**config.mk**
```make
export PLATFORM = sky130hd
export DESIGN_NAME = omc_mode_ctrl
export DESIGN_NICKNAME = d
export VERILOG_FILES = /design/src/common/omc_pkg.sv /design/src/core/omc_mode_ctrl.sv
export SDC_FILE = /design/constraint.sdc
export NUM_CORES = 1
export LEC_CHECK = 0
export ABC_AREA = 1
export BUFFER_PORTS_ARGS = -buffer_cell sky130_fd_sc_hd__buf_2
export CELL_PAD_IN_SITES_DETAIL_PLACEMENT = 0
export CELL_PAD_IN_SITES_GLOBAL_PLACEMENT = 1
export CORE_ASPECT_RATIO = 1.2
export CORE_MARGIN = 1
export CORE_UTILIZATION = 26
export CTS_CLUSTER_SIZE = 24
export DETAILED_ROUTE_END_ITERATION = 8
export MAX_ROUTING_LAYER = met4
export PLACE_DENSITY = 0.85
export SKIP_CTS_REPAIR_TIMING = 1
export SLEW_MARGIN = 30
export SYNTH_ARGS = -nofsm -noshare
export SYNTH_HDL_FRONTEND = slang
export SYNTH_SLANG_ARGS = --single-unit
```
**constraint.sdc**
```tcl
create_clock -name i_core_clk -period 1.25 [get_ports i_core_clk]
set_input_delay 0.25 -clock i_core_clk [delete_from_list [all_inputs] [get_ports i_core_clk]]
set_output_delay 0.25 -clock i_core_clk [all_outputs]
set_load 0.02 [all_outputs]
```
**src/common/omc_pkg.sv**
```systemverilog
// constants, types and register map of the operating mode control block
// assumes a single 25 MHz core clock and a 32-bit avalon-mm slave port
package omc_pkg;
   // register indices; byte address is four times the index
   localparam logic [7:0] OMC_IDX_MODE   = 8'h0b;
   localparam logic [7:0] OMC_IDX_DEBUG  = 8'h0c;
   // operating_mode_control field positions
   localparam int OMC_BIT_SPECIAL_N  = 7;
   localparam int OMC_BIT_MODE_B     = 6;
   localparam int OMC_BIT_MODE_A     = 5;
   localparam int OMC_BIT_STRETCH    = 4;
   localparam int OMC_BIT_VIS        = 3;
   localparam int OMC_BIT_WAIT_STOP  = 2;
   localparam int OMC_BIT_EMU_E      = 0;
   // debug control register field positions
   localparam int OMC_DBG_BIT_ENABLE = 0;
   localparam int OMC_DBG_BIT_ACTIVE = 1;
   localparam int OMC_DBG_BIT_SINGLE = 2;
   localparam int OMC_DBG_BIT_EXPAND = 3;
   localparam int OMC_DBG_BIT_WIDE   = 4;
   localparam int OMC_DBG_BIT_PERIPH = 5;
   // reset values of the plain bits; OMC_RST_DBG_EN is unused, dbg_en_q resets from the pins
   localparam logic OMC_RST_STRETCH   = 1'b1;
   localparam logic OMC_RST_WAIT_STOP = 1'b0;
   localparam logic OMC_RST_DBG_EN    = 1'b0;
   // mode bit pair codes
   localparam logic [1:0] OMC_MODE_SINGLE = 2'h0;
   localparam logic [1:0] OMC_MODE_NARROW = 2'h1;
   localparam logic [1:0] OMC_MODE_PERIPH = 2'h2;
   localparam logic [1:0] OMC_MODE_WIDE   = 2'h3;
   // debug memory window
   localparam logic [15:0] OMC_DBG_ROM_BASE = 16'hff20;
   localparam logic [15:0] OMC_DBG_REG_BASE = 16'hff00;
   localparam logic [15:0] OMC_DBG_REG_LAST = 16'hff06;
   // timing
   localparam int OMC_CLK_PERIOD_NS   = 40;
   localparam int OMC_WAIT_STOP_NS    = 200;
   localparam int OMC_WAIT_STOP_CYC   = (OMC_WAIT_STOP_NS + OMC_CLK_PERIOD_NS - 1)
                                        / OMC_CLK_PERIOD_NS;
   // write policy of a protected bit
   typedef enum logic [1:0] {OMC_WR_ANY, OMC_WR_ONCE, OMC_WR_SKIP1, OMC_WR_NEVER} omc_wr_t;
endpackage

```
**src/core/omc_mode_ctrl.sv**
```systemverilog
// operating mode control: mode latch, mode control register, debug state
// assumes avalon-mm master with byte addresses; pins synchronous to i_core_clk
//
// Our own choice: register access over Avalon-MM.
`timescale 1ns/1ns
module omc_mode_ctrl #(
   parameter int ADDR_W = 8
) (
   // clock and reset
   input  wire logic              i_core_clk,
   input  wire logic              i_rst,
   // avalon-mm slave
   input  wire logic [ADDR_W-1:0] i_avs_address,
   input  wire logic              i_avs_read,
   input  wire logic              i_avs_write,
   input  wire logic [31:0]       i_avs_writedata,
   input  wire logic [3:0]        i_avs_byteenable,
   output logic      [31:0]       o_avs_readdata,
   output logic                   o_avs_waitrequest,
   // mode pins, captured at reset release
   input  wire logic              i_background_debug_pin,
   input  wire logic              i_mode_select_b,
   input  wire logic              i_mode_select_a,
   // debug events and core status
   input  wire logic              i_bdm_enable_cmd,
   input  wire logic              i_bdm_serial_enter,
   input  wire logic              i_background_entry_instruction,
   input  wire logic              i_bdm_exit,
   input  wire logic              i_serial_access,
   input  wire logic [15:0]       i_cpu_addr,
   input  wire logic              i_wait_mode,
   input  wire logic              i_ext_bus_busy,
   // mode and bus configuration
   output logic                   o_special_mode,
   output logic                   o_single_chip,
   output logic                   o_expanded_narrow,
   output logic                   o_expanded_wide,
   output logic                   o_peripheral,
   output logic                   o_cpu_halt,
   output logic                   o_port_a_addr_data,
   output logic                   o_port_b_addr,
   output logic                   o_port_b_data,
   output logic                   o_split_word_access,
   output logic                   o_bus_clock_stretch,
   output logic                   o_internal_visibility,
   output logic                   o_vis_wide_data,
   output logic                   o_ext_bus_shutdown,
   output logic                   o_port_e_regs_mapped,
   // debug mapping
   output logic                   o_bdm_active,
   output logic                   o_bdm_vectors,
   output logic                   o_sel_bdm_rom,
   output logic                   o_sel_bdm_regs,
   output logic                   o_user_top_hidden
);
   import omc_pkg::*;

   // permission check shared by every protected bit
   function automatic logic wr_ok(input omc_wr_t pol, input logic done);
      unique case (pol)
         OMC_WR_ANY:   wr_ok = 1'b1;
         OMC_WR_ONCE:  wr_ok = !done;
         OMC_WR_SKIP1: wr_ok = done;
         OMC_WR_NEVER: wr_ok = 1'b0;
      endcase
   endfunction

   // register state
   logic       special_n_q;
   logic [1:0] mode_q;
   logic       stretch_q;
   logic       vis_q;
   logic       wait_stop_q;
   logic       emu_e_q;
   logic       dbg_en_q;
   logic       dbg_act_q;
   // first-write tracking per protected field
   logic       done_sp_q;
   logic       done_md_q;
   logic       done_st_q;
   logic       done_vis_q;
   logic       done_emu_q;
   logic [3:0] stop_cnt_q;

   // decoded mode from the live register
   logic special;
   logic single;
   logic periph;
   logic expanded;
   assign special  = !special_n_q;
   assign single   = (mode_q == OMC_MODE_SINGLE);
   assign periph   = (mode_q == OMC_MODE_PERIPH);
   assign expanded = !single && !periph;

   // bus decode; a write is committed only when waitrequest is low
   logic       req;
   logic       hit_mode;
   logic       hit_dbg;
   logic       wr_mode;
   logic       wr_dbg;
   logic [7:0] wd;
   assign req      = i_avs_read || i_avs_write;
   assign hit_mode = (i_avs_address == ADDR_W'({OMC_IDX_MODE, 2'b00})) && !periph;
   assign hit_dbg  = (i_avs_address == ADDR_W'({OMC_IDX_DEBUG, 2'b00}));
   assign wd       = i_avs_writedata[7:0];
   assign wr_mode  = i_avs_write && !o_avs_waitrequest && hit_mode && i_avs_byteenable[0];
   assign wr_dbg   = i_avs_write && !o_avs_waitrequest && hit_dbg && i_avs_byteenable[0];

   // per-field policies chosen by current mode
   logic ok_sp;
   logic ok_md;
   logic ok_st;
   logic ok_vis;
   logic ok_ws;
   logic ok_emu;
   assign ok_sp  = wr_ok(special ? OMC_WR_SKIP1 : OMC_WR_NEVER, done_sp_q);
   assign ok_md  = wr_ok(special ? OMC_WR_SKIP1 : OMC_WR_ONCE, done_md_q)
                   && (wd[OMC_BIT_MODE_B:OMC_BIT_MODE_A] != OMC_MODE_PERIPH);
   assign ok_st  = wr_ok(special ? OMC_WR_ANY : OMC_WR_ONCE, done_st_q);
   assign ok_vis = wr_ok(special ? OMC_WR_SKIP1 : OMC_WR_ONCE, done_vis_q);
   assign ok_ws  = wr_ok(special ? OMC_WR_NEVER : OMC_WR_ANY, 1'b0);
   assign ok_emu = wr_ok(special ? OMC_WR_SKIP1 : OMC_WR_ONCE, done_emu_q);

   // mode bits: pins captured while reset holds, last value kept at release
   // the reserved pin code lands on the peripheral code, which no write reaches
   always_ff @(posedge i_core_clk) begin
      if (i_rst) begin
         special_n_q <= i_background_debug_pin;
         mode_q      <= {i_mode_select_b, i_mode_select_a};
         if (i_background_debug_pin && {i_mode_select_b, i_mode_select_a} == OMC_MODE_PERIPH)
            special_n_q <= 1'b0;
      end else if (wr_mode) begin
         // peripheral mode is unmapped, so it cannot be left here; ok_md refuses the peripheral code, so it cannot be entered either
         if (ok_sp)
            special_n_q <= wd[OMC_BIT_SPECIAL_N];
         if (ok_md)
            mode_q <= wd[OMC_BIT_MODE_B:OMC_BIT_MODE_A];
      end
   end

   // configuration bits; vis and emu reset values follow the captured mode, stretch and wait-stop reset to constants
   always_ff @(posedge i_core_clk) begin
      if (i_rst) begin
         stretch_q   <= OMC_RST_STRETCH;
         vis_q       <= !i_background_debug_pin ||
                        ({i_mode_select_b, i_mode_select_a} == OMC_MODE_PERIPH);
         emu_e_q     <= !i_background_debug_pin ||
                        ({i_mode_select_b, i_mode_select_a} == OMC_MODE_PERIPH);
         wait_stop_q <= OMC_RST_WAIT_STOP;
      end else if (wr_mode) begin
         if (ok_st)
            stretch_q <= wd[OMC_BIT_STRETCH];
         if (ok_vis)
            vis_q <= wd[OMC_BIT_VIS];
         if (ok_ws)
            wait_stop_q <= wd[OMC_BIT_WAIT_STOP];
         if (ok_emu)
            emu_e_q <= wd[OMC_BIT_EMU_E];
      end
   end

   // first-write tracking; any write to the register counts for every field
   always_ff @(posedge i_core_clk) begin
      if (i_rst) begin
         done_sp_q  <= 1'b0;
         done_md_q  <= 1'b0;
         done_st_q  <= 1'b0;
         done_vis_q <= 1'b0;
         done_emu_q <= 1'b0;
      end else if (wr_mode) begin
         done_sp_q  <= 1'b1;
         done_md_q  <= 1'b1;
         done_st_q  <= 1'b1;
         done_vis_q <= 1'b1;
         done_emu_q <= 1'b1;
      end
   end

   // debug enable and active; set events win over clears in the same cycle
   always_ff @(posedge i_core_clk) begin
      if (i_rst) begin
         dbg_en_q  <= !i_background_debug_pin &&
                      ({i_mode_select_b, i_mode_select_a} == OMC_MODE_SINGLE);
         dbg_act_q <= !i_background_debug_pin &&
                      ({i_mode_select_b, i_mode_select_a} == OMC_MODE_SINGLE);
      end else begin
         if (i_bdm_enable_cmd)
            dbg_en_q <= 1'b1;
         else if (wr_dbg)
            dbg_en_q <= wd[OMC_DBG_BIT_ENABLE];
         if (dbg_en_q && (i_bdm_serial_enter || i_background_entry_instruction))
            dbg_act_q <= 1'b1;
         else if (i_bdm_exit || !dbg_en_q)
            dbg_act_q <= 1'b0;
      end
   end

   // wait-mode shutdown waits for the bus to go idle, then a fixed delay
   // so the last external cycle is not cut off
   always_ff @(posedge i_core_clk) begin
      if (i_rst || !(wait_stop_q && i_wait_mode) || i_ext_bus_busy)
         stop_cnt_q <= 4'h0;
      else if (stop_cnt_q != 4'(OMC_WAIT_STOP_CYC))
         stop_cnt_q <= stop_cnt_q + 4'h1;
   end

   // avalon slave: one wait state, read data valid when waitrequest drops
   always_ff @(posedge i_core_clk) begin
      if (i_rst) begin
         o_avs_waitrequest <= 1'b1;
         o_avs_readdata    <= 32'h0000_0000;
      end else begin
         o_avs_waitrequest <= !(req && o_avs_waitrequest);
         if (i_avs_read && o_avs_waitrequest) begin
            o_avs_readdata <= 32'h0000_0000;       // unmapped reads give zero
            if (hit_mode) begin
               o_avs_readdata[OMC_BIT_SPECIAL_N]             <= special_n_q;
               o_avs_readdata[OMC_BIT_MODE_B:OMC_BIT_MODE_A] <= mode_q;
               o_avs_readdata[OMC_BIT_STRETCH]   <= stretch_q || expanded;
               o_avs_readdata[OMC_BIT_VIS]       <= vis_q;
               o_avs_readdata[OMC_BIT_WAIT_STOP] <= wait_stop_q;
               o_avs_readdata[OMC_BIT_EMU_E]     <= emu_e_q;
            end else if (hit_dbg) begin
               o_avs_readdata[OMC_DBG_BIT_ENABLE] <= dbg_en_q;
               o_avs_readdata[OMC_DBG_BIT_ACTIVE] <= dbg_act_q;
               o_avs_readdata[OMC_DBG_BIT_SINGLE] <= single;
               o_avs_readdata[OMC_DBG_BIT_EXPAND] <= expanded;
               o_avs_readdata[OMC_DBG_BIT_WIDE]   <= (mode_q == OMC_MODE_WIDE);
               o_avs_readdata[OMC_DBG_BIT_PERIPH] <= periph;
            end
         end
      end
   end

   // mode and bus configuration outputs, one cycle behind the register
   always_ff @(posedge i_core_clk) begin
      if (i_rst) begin
         o_special_mode        <= 1'b0;
         o_single_chip         <= 1'b0;
         o_expanded_narrow     <= 1'b0;
         o_expanded_wide       <= 1'b0;
         o_peripheral          <= 1'b0;
         o_cpu_halt            <= 1'b1;
         o_port_a_addr_data    <= 1'b0;
         o_port_b_addr         <= 1'b0;
         o_port_b_data         <= 1'b0;
         o_split_word_access   <= 1'b0;
         o_bus_clock_stretch   <= OMC_RST_STRETCH;
         o_internal_visibility <= 1'b0;
         o_vis_wide_data       <= 1'b0;
         o_ext_bus_shutdown    <= 1'b0;
         o_port_e_regs_mapped  <= 1'b1;
      end else begin
         o_special_mode        <= special;
         o_single_chip         <= single;
         o_expanded_narrow     <= (mode_q == OMC_MODE_NARROW);
         o_expanded_wide       <= (mode_q == OMC_MODE_WIDE);
         o_peripheral          <= periph;
         o_cpu_halt            <= periph;
         o_port_a_addr_data    <= !single;
         o_port_b_addr         <= !single;
         o_port_b_data         <= (mode_q == OMC_MODE_WIDE) || periph;
         o_split_word_access   <= (mode_q == OMC_MODE_NARROW);
         o_bus_clock_stretch   <= stretch_q || expanded;
         o_internal_visibility <= vis_q && expanded;
         o_vis_wide_data       <= vis_q && special && (mode_q == OMC_MODE_NARROW);
         o_ext_bus_shutdown    <= (stop_cnt_q == 4'(OMC_WAIT_STOP_CYC));
         o_port_e_regs_mapped  <= !periph && !(emu_e_q && expanded);
      end
   end

   // debug memory window decode, registered
   always_ff @(posedge i_core_clk) begin
      if (i_rst) begin
         o_bdm_active      <= 1'b0;
         o_bdm_vectors     <= 1'b0;
         o_sel_bdm_rom     <= 1'b0;
         o_sel_bdm_regs    <= 1'b0;
         o_user_top_hidden <= 1'b0;
      end else begin
         o_bdm_active      <= dbg_act_q;
         o_bdm_vectors     <= dbg_act_q;
         o_sel_bdm_rom     <= dbg_act_q && (i_cpu_addr >= OMC_DBG_ROM_BASE);
         o_sel_bdm_regs    <= dbg_act_q && (i_cpu_addr >= OMC_DBG_REG_BASE)
                              && (i_cpu_addr <= OMC_DBG_REG_LAST);
         o_user_top_hidden <= dbg_act_q && (i_cpu_addr >= OMC_DBG_REG_BASE)
                              && !i_serial_access;
      end
   end

   // checks
   property p_capture;
      @(posedge i_core_clk) $fell(i_rst) |->
         mode_q == ((!$past(i_background_debug_pin) || !$past(i_mode_select_b)
                     || $past(i_mode_select_a)) ? {$past(i_mode_select_b),
                     $past(i_mode_select_a)} : OMC_MODE_PERIPH);
   endproperty
   a_capture: assert property (p_capture) else $error("mode bits not captured");

   property p_forced_periph;
      @(posedge i_core_clk) $fell(i_rst) && $past(i_background_debug_pin)
         && $past(i_mode_select_b) && !$past(i_mode_select_a) |-> !special_n_q;
   endproperty
   a_forced_periph: assert property (p_forced_periph) else $error("reserved not forced");

   property p_no_periph_write;
      @(posedge i_core_clk) disable iff (i_rst)
         !$past(i_rst) && $past(mode_q) != OMC_MODE_PERIPH |-> mode_q != OMC_MODE_PERIPH;
   endproperty
   a_no_periph_write: assert property (p_no_periph_write) else $error("periph selected");

   property p_special_n_normal;
      @(posedge i_core_clk) disable iff (i_rst)
         !$past(i_rst) && $past(special_n_q) |-> special_n_q;
   endproperty
   a_special_n_normal: assert property (p_special_n_normal) else $error("smode bit changed");

   property p_ws_special_never;
      @(posedge i_core_clk) disable iff (i_rst)
         !$past(i_rst) && !$past(special_n_q) |-> $stable(wait_stop_q);
   endproperty
   a_ws_special_never: assert property (p_ws_special_never) else $error("wait-stop written");

   property p_single_no_bus;
      @(posedge i_core_clk) disable iff (i_rst)
         o_single_chip |-> !o_port_a_addr_data && !o_port_b_addr && !o_internal_visibility;
   endproperty
   a_single_no_bus: assert property (p_single_no_bus) else $error("bus in single chip");

   property p_stretch_forced;
      @(posedge i_core_clk) disable iff (i_rst)
         (o_expanded_narrow || o_expanded_wide) |-> o_bus_clock_stretch;
   endproperty
   a_stretch_forced: assert property (p_stretch_forced) else $error("stretch not forced");

   property p_wait_answer;
      @(posedge i_core_clk) disable iff (i_rst)
         req && o_avs_waitrequest |=> !o_avs_waitrequest;
   endproperty
   a_wait_answer: assert property (p_wait_answer) else $error("no bus answer");

   property p_periph_unmapped;
      @(posedge i_core_clk) disable iff (i_rst)
         i_avs_read && !o_avs_waitrequest && periph && $stable(i_avs_address)
         && i_avs_address == ADDR_W'({OMC_IDX_MODE, 2'b00}) |-> o_avs_readdata == 32'h0;
   endproperty
   a_periph_unmapped: assert property (p_periph_unmapped) else $error("mode reg mapped");

   property p_rom_map;
      @(posedge i_core_clk) disable iff (i_rst)
         dbg_act_q && i_cpu_addr >= OMC_DBG_ROM_BASE |=> o_sel_bdm_rom
         && (o_user_top_hidden || $past(i_serial_access));
   endproperty
   a_rom_map: assert property (p_rom_map) else $error("debug rom not mapped");

   property p_activate;
      @(posedge i_core_clk) disable iff (i_rst)
         $rose(dbg_act_q) |-> $past(dbg_en_q) &&
         ($past(i_bdm_serial_enter) || $past(i_background_entry_instruction));
   endproperty
   a_activate: assert property (p_activate) else $error("debug active without cause");

endmodule

```
==> results.tsv <==
metric	value	unit
status	finished with violations	
violations	setup timing	
syn-instance-count	243	
max_flop_register	o_avs_readdata	
critPathRequiredTime	1260	ps
drt_pass1_iterations	6	
drv_cap	0	
drive_gt1_frac	0.364	
netlist_area	1960	um2
synth_fa_ha_area_frac	0.0256	
criticalPathCategory	flip-flop to flip-flop	
track_usage	0.116	
crit_path_end_kind	flip-flop	
fin_total_pwr	0.00286	W
largest_reg_flops	8	
synth_common_cells	38 x nand2_1, 35 x nor2_1, 33 x dfxtp_1	
ys_seq_area_frac	0.445	
die_w	81.2	um
die-area	7880	um2
postLayoutCellArea	2550	um2
hold_path_class	primary input to flip-flop	
synth_edf_count	7	
synthFlopType	dfxtp_1	
ys_ff_latch	40	
power.leakage	1.32	nW
yosysUniqueCellTypes	30	
synthTopCellsByArea	dfxtp_1 34%, buf_4 11%, edfxtp_1 11%	
synth-compound-area-share	0.0792	
htree_levels	2	
start_kind	flip-flop	
cts_tree	done	
gp_congestion	0.804	
timing.final.ws_setup	-16.0	ps
p_per_area	1120	nW/um2
grt_start_max_net_pins	16	
fp-row-count	34	
yosysMostFrequentCell	nand2_1	
boundaryPins	127	
initialDrtViolationCount	65	
reg_top3	o_avs_readdata x8, stop_cnt_q x4, mode_q x2	
vdd.ir_drop.worst	0.717	mV
grt_pass1_wl	6850	um
grt_pass1_vias	1575	
drc	0	
period_needed	1270	ps
dpl.hpwl	3660	um
yosysTopAreaCellShare	0.337	
clk_pin_slew	80	ps
postPlaceCellArea	2430	um2
antenna_found_initial	0	
max_freq	790	MHz
arrival	1270	ps
grt_setup_unrepaired	true	
fin_skew	8.62	ps
wl	4360	um
clkLatencyLatePin	290	ps
via_per_inst	4.14	
synth_area_leader_cell	dfxtp_1	
vias	1748	
cts-root-buf	clkbuf_8	
cts_buffer_depth	2	
synth_top_family_by_area	simple AND/OR/NAND/NOR gates	
area_growth	30.3	%
synth_area_per_cell	8.06	um2
worst-path-max-fanout	3	
ys_warn_count	0	
hold_viol	0	
postSynth.asyncResetShare	0	
slew_violations	0	
synth-simple-area-share	0.266	
start_util	0.269	
die-height	97.1	um
port_buffers	74	
ant_nets	0	
coreArea	7270	um2
hold_slack	111	ps
cts_made_buffers	5	
period_share	1.01	
antenna_cells	0	
routedWlPerCell	10.3	um
synthXorXnorAreaFrac	0.00895	
setup_viol	2	
cts_num_sinks	40	
nNetsFinal	409	
synth.area.mux_share	0	
gr-total-overflow	0	
==> cell families (layout without fill, tap and decap cells) <==
family,Yosys count,count (layout)
compound gates,26,26
xor+xnor,2,2
fa+ha+maj,4,4
buf+inv,60,126
flops,40,40
other cells,1,24
simple gates,110,110
==> where the power goes <==
part	internal [W]	switching, W	leakage (nW)
clock network	0.000512	0.000452	0.0566
registers	0.00138	0.0000297	0.341
logic	0.000175	0.000313	0.918
total	0.00207	0.000795	1.32
==> metrics by stage <==
| step | setup TNS, ps | setup slack (ps) | util | cells |
|---|---|---|---|---|
| 6_report | -31.9 | -16.0 | 0.351 | 422 |
| 5_1_grt | -151 | -48.2 | 0.351 | 422 |
| 4_1_cts | -108 | -53.9 | 0.349 | 422 |
| 3_5_place_dp | -459 | -147 | 0.334 | 414 |
| 3_3_place_gp | -297 | -105 | 0.334 | 414 |
| 2_1_floorplan | -103 | -51.5 | - | 266 |
==> layer usage <==
layer  track usage  vias up  wire (um)
met5             -        -          0
met4        0.0275        0         46
met3        0.0310        5        350
met2         0.207       79       2130
met1         0.123      770       1830
li1              -      894          -
==> final cells by class <==
cell class,instances,area (um2)
inverters,28,108
well taps,90,113
fillers,757,4720
clock buffers,6,93.8
multi-input cells,166,851
repair buffers,90,503
flip-flops and latches,40,872
clock inverters,2,11.3
==> final timing paths <==
path | from | endpoint | slack, ps | depth (start not counted)
max | mode_q[1]$_DFFE_PP_ | mode_q[1]$_DFFE_PP_ | -20 | 5
max reg2reg | mode_q[1]$_DFFE_PP_ | mode_q[1]$_DFFE_PP_ | -20 | 5
min reg2reg | stretch_q$_SDFFE_PP1P_ | stretch_q$_SDFFE_PP1P_ | 460 | 2
min | i_serial_access | o_user_top_hidden$_SDFF_PP0_ | 110 | 2
==> placed cells by master (no fill, tap or decap), drive strengths merged <==
cell type / synthesis / layout
xor2: 1 / 1
nor3: 4 / 4
nor4: 2 / 2
edfxtp: 7 / 7
ha: 4 / 4
buf: 32 / 90
xnor2: 1 / 1
nor2: 39 / 39
nand4: 5 / 5
dfxtp: 33 / 33
or2: 2 / 2
inv: 28 / 29
clkbuf: 0 / 6
a211oi: 1 / 1
nand2: 45 / 45
nand3: 13 / 13
conb: 1 / 24
clkinv: 0 / 1
o211ai: 1 / 1
o21ai: 12 / 12
o21a: 2 / 2
a21oi: 10 / 10
==> critical path, cell delays in order, from the launching register on <==
cell and delay, ps:
edfxtp_1 440, nand2_4 110, nand3_4 100, nor2_8 120, nand2_4 70, a21oi_4 140
(Power assumes the default switching activity.)
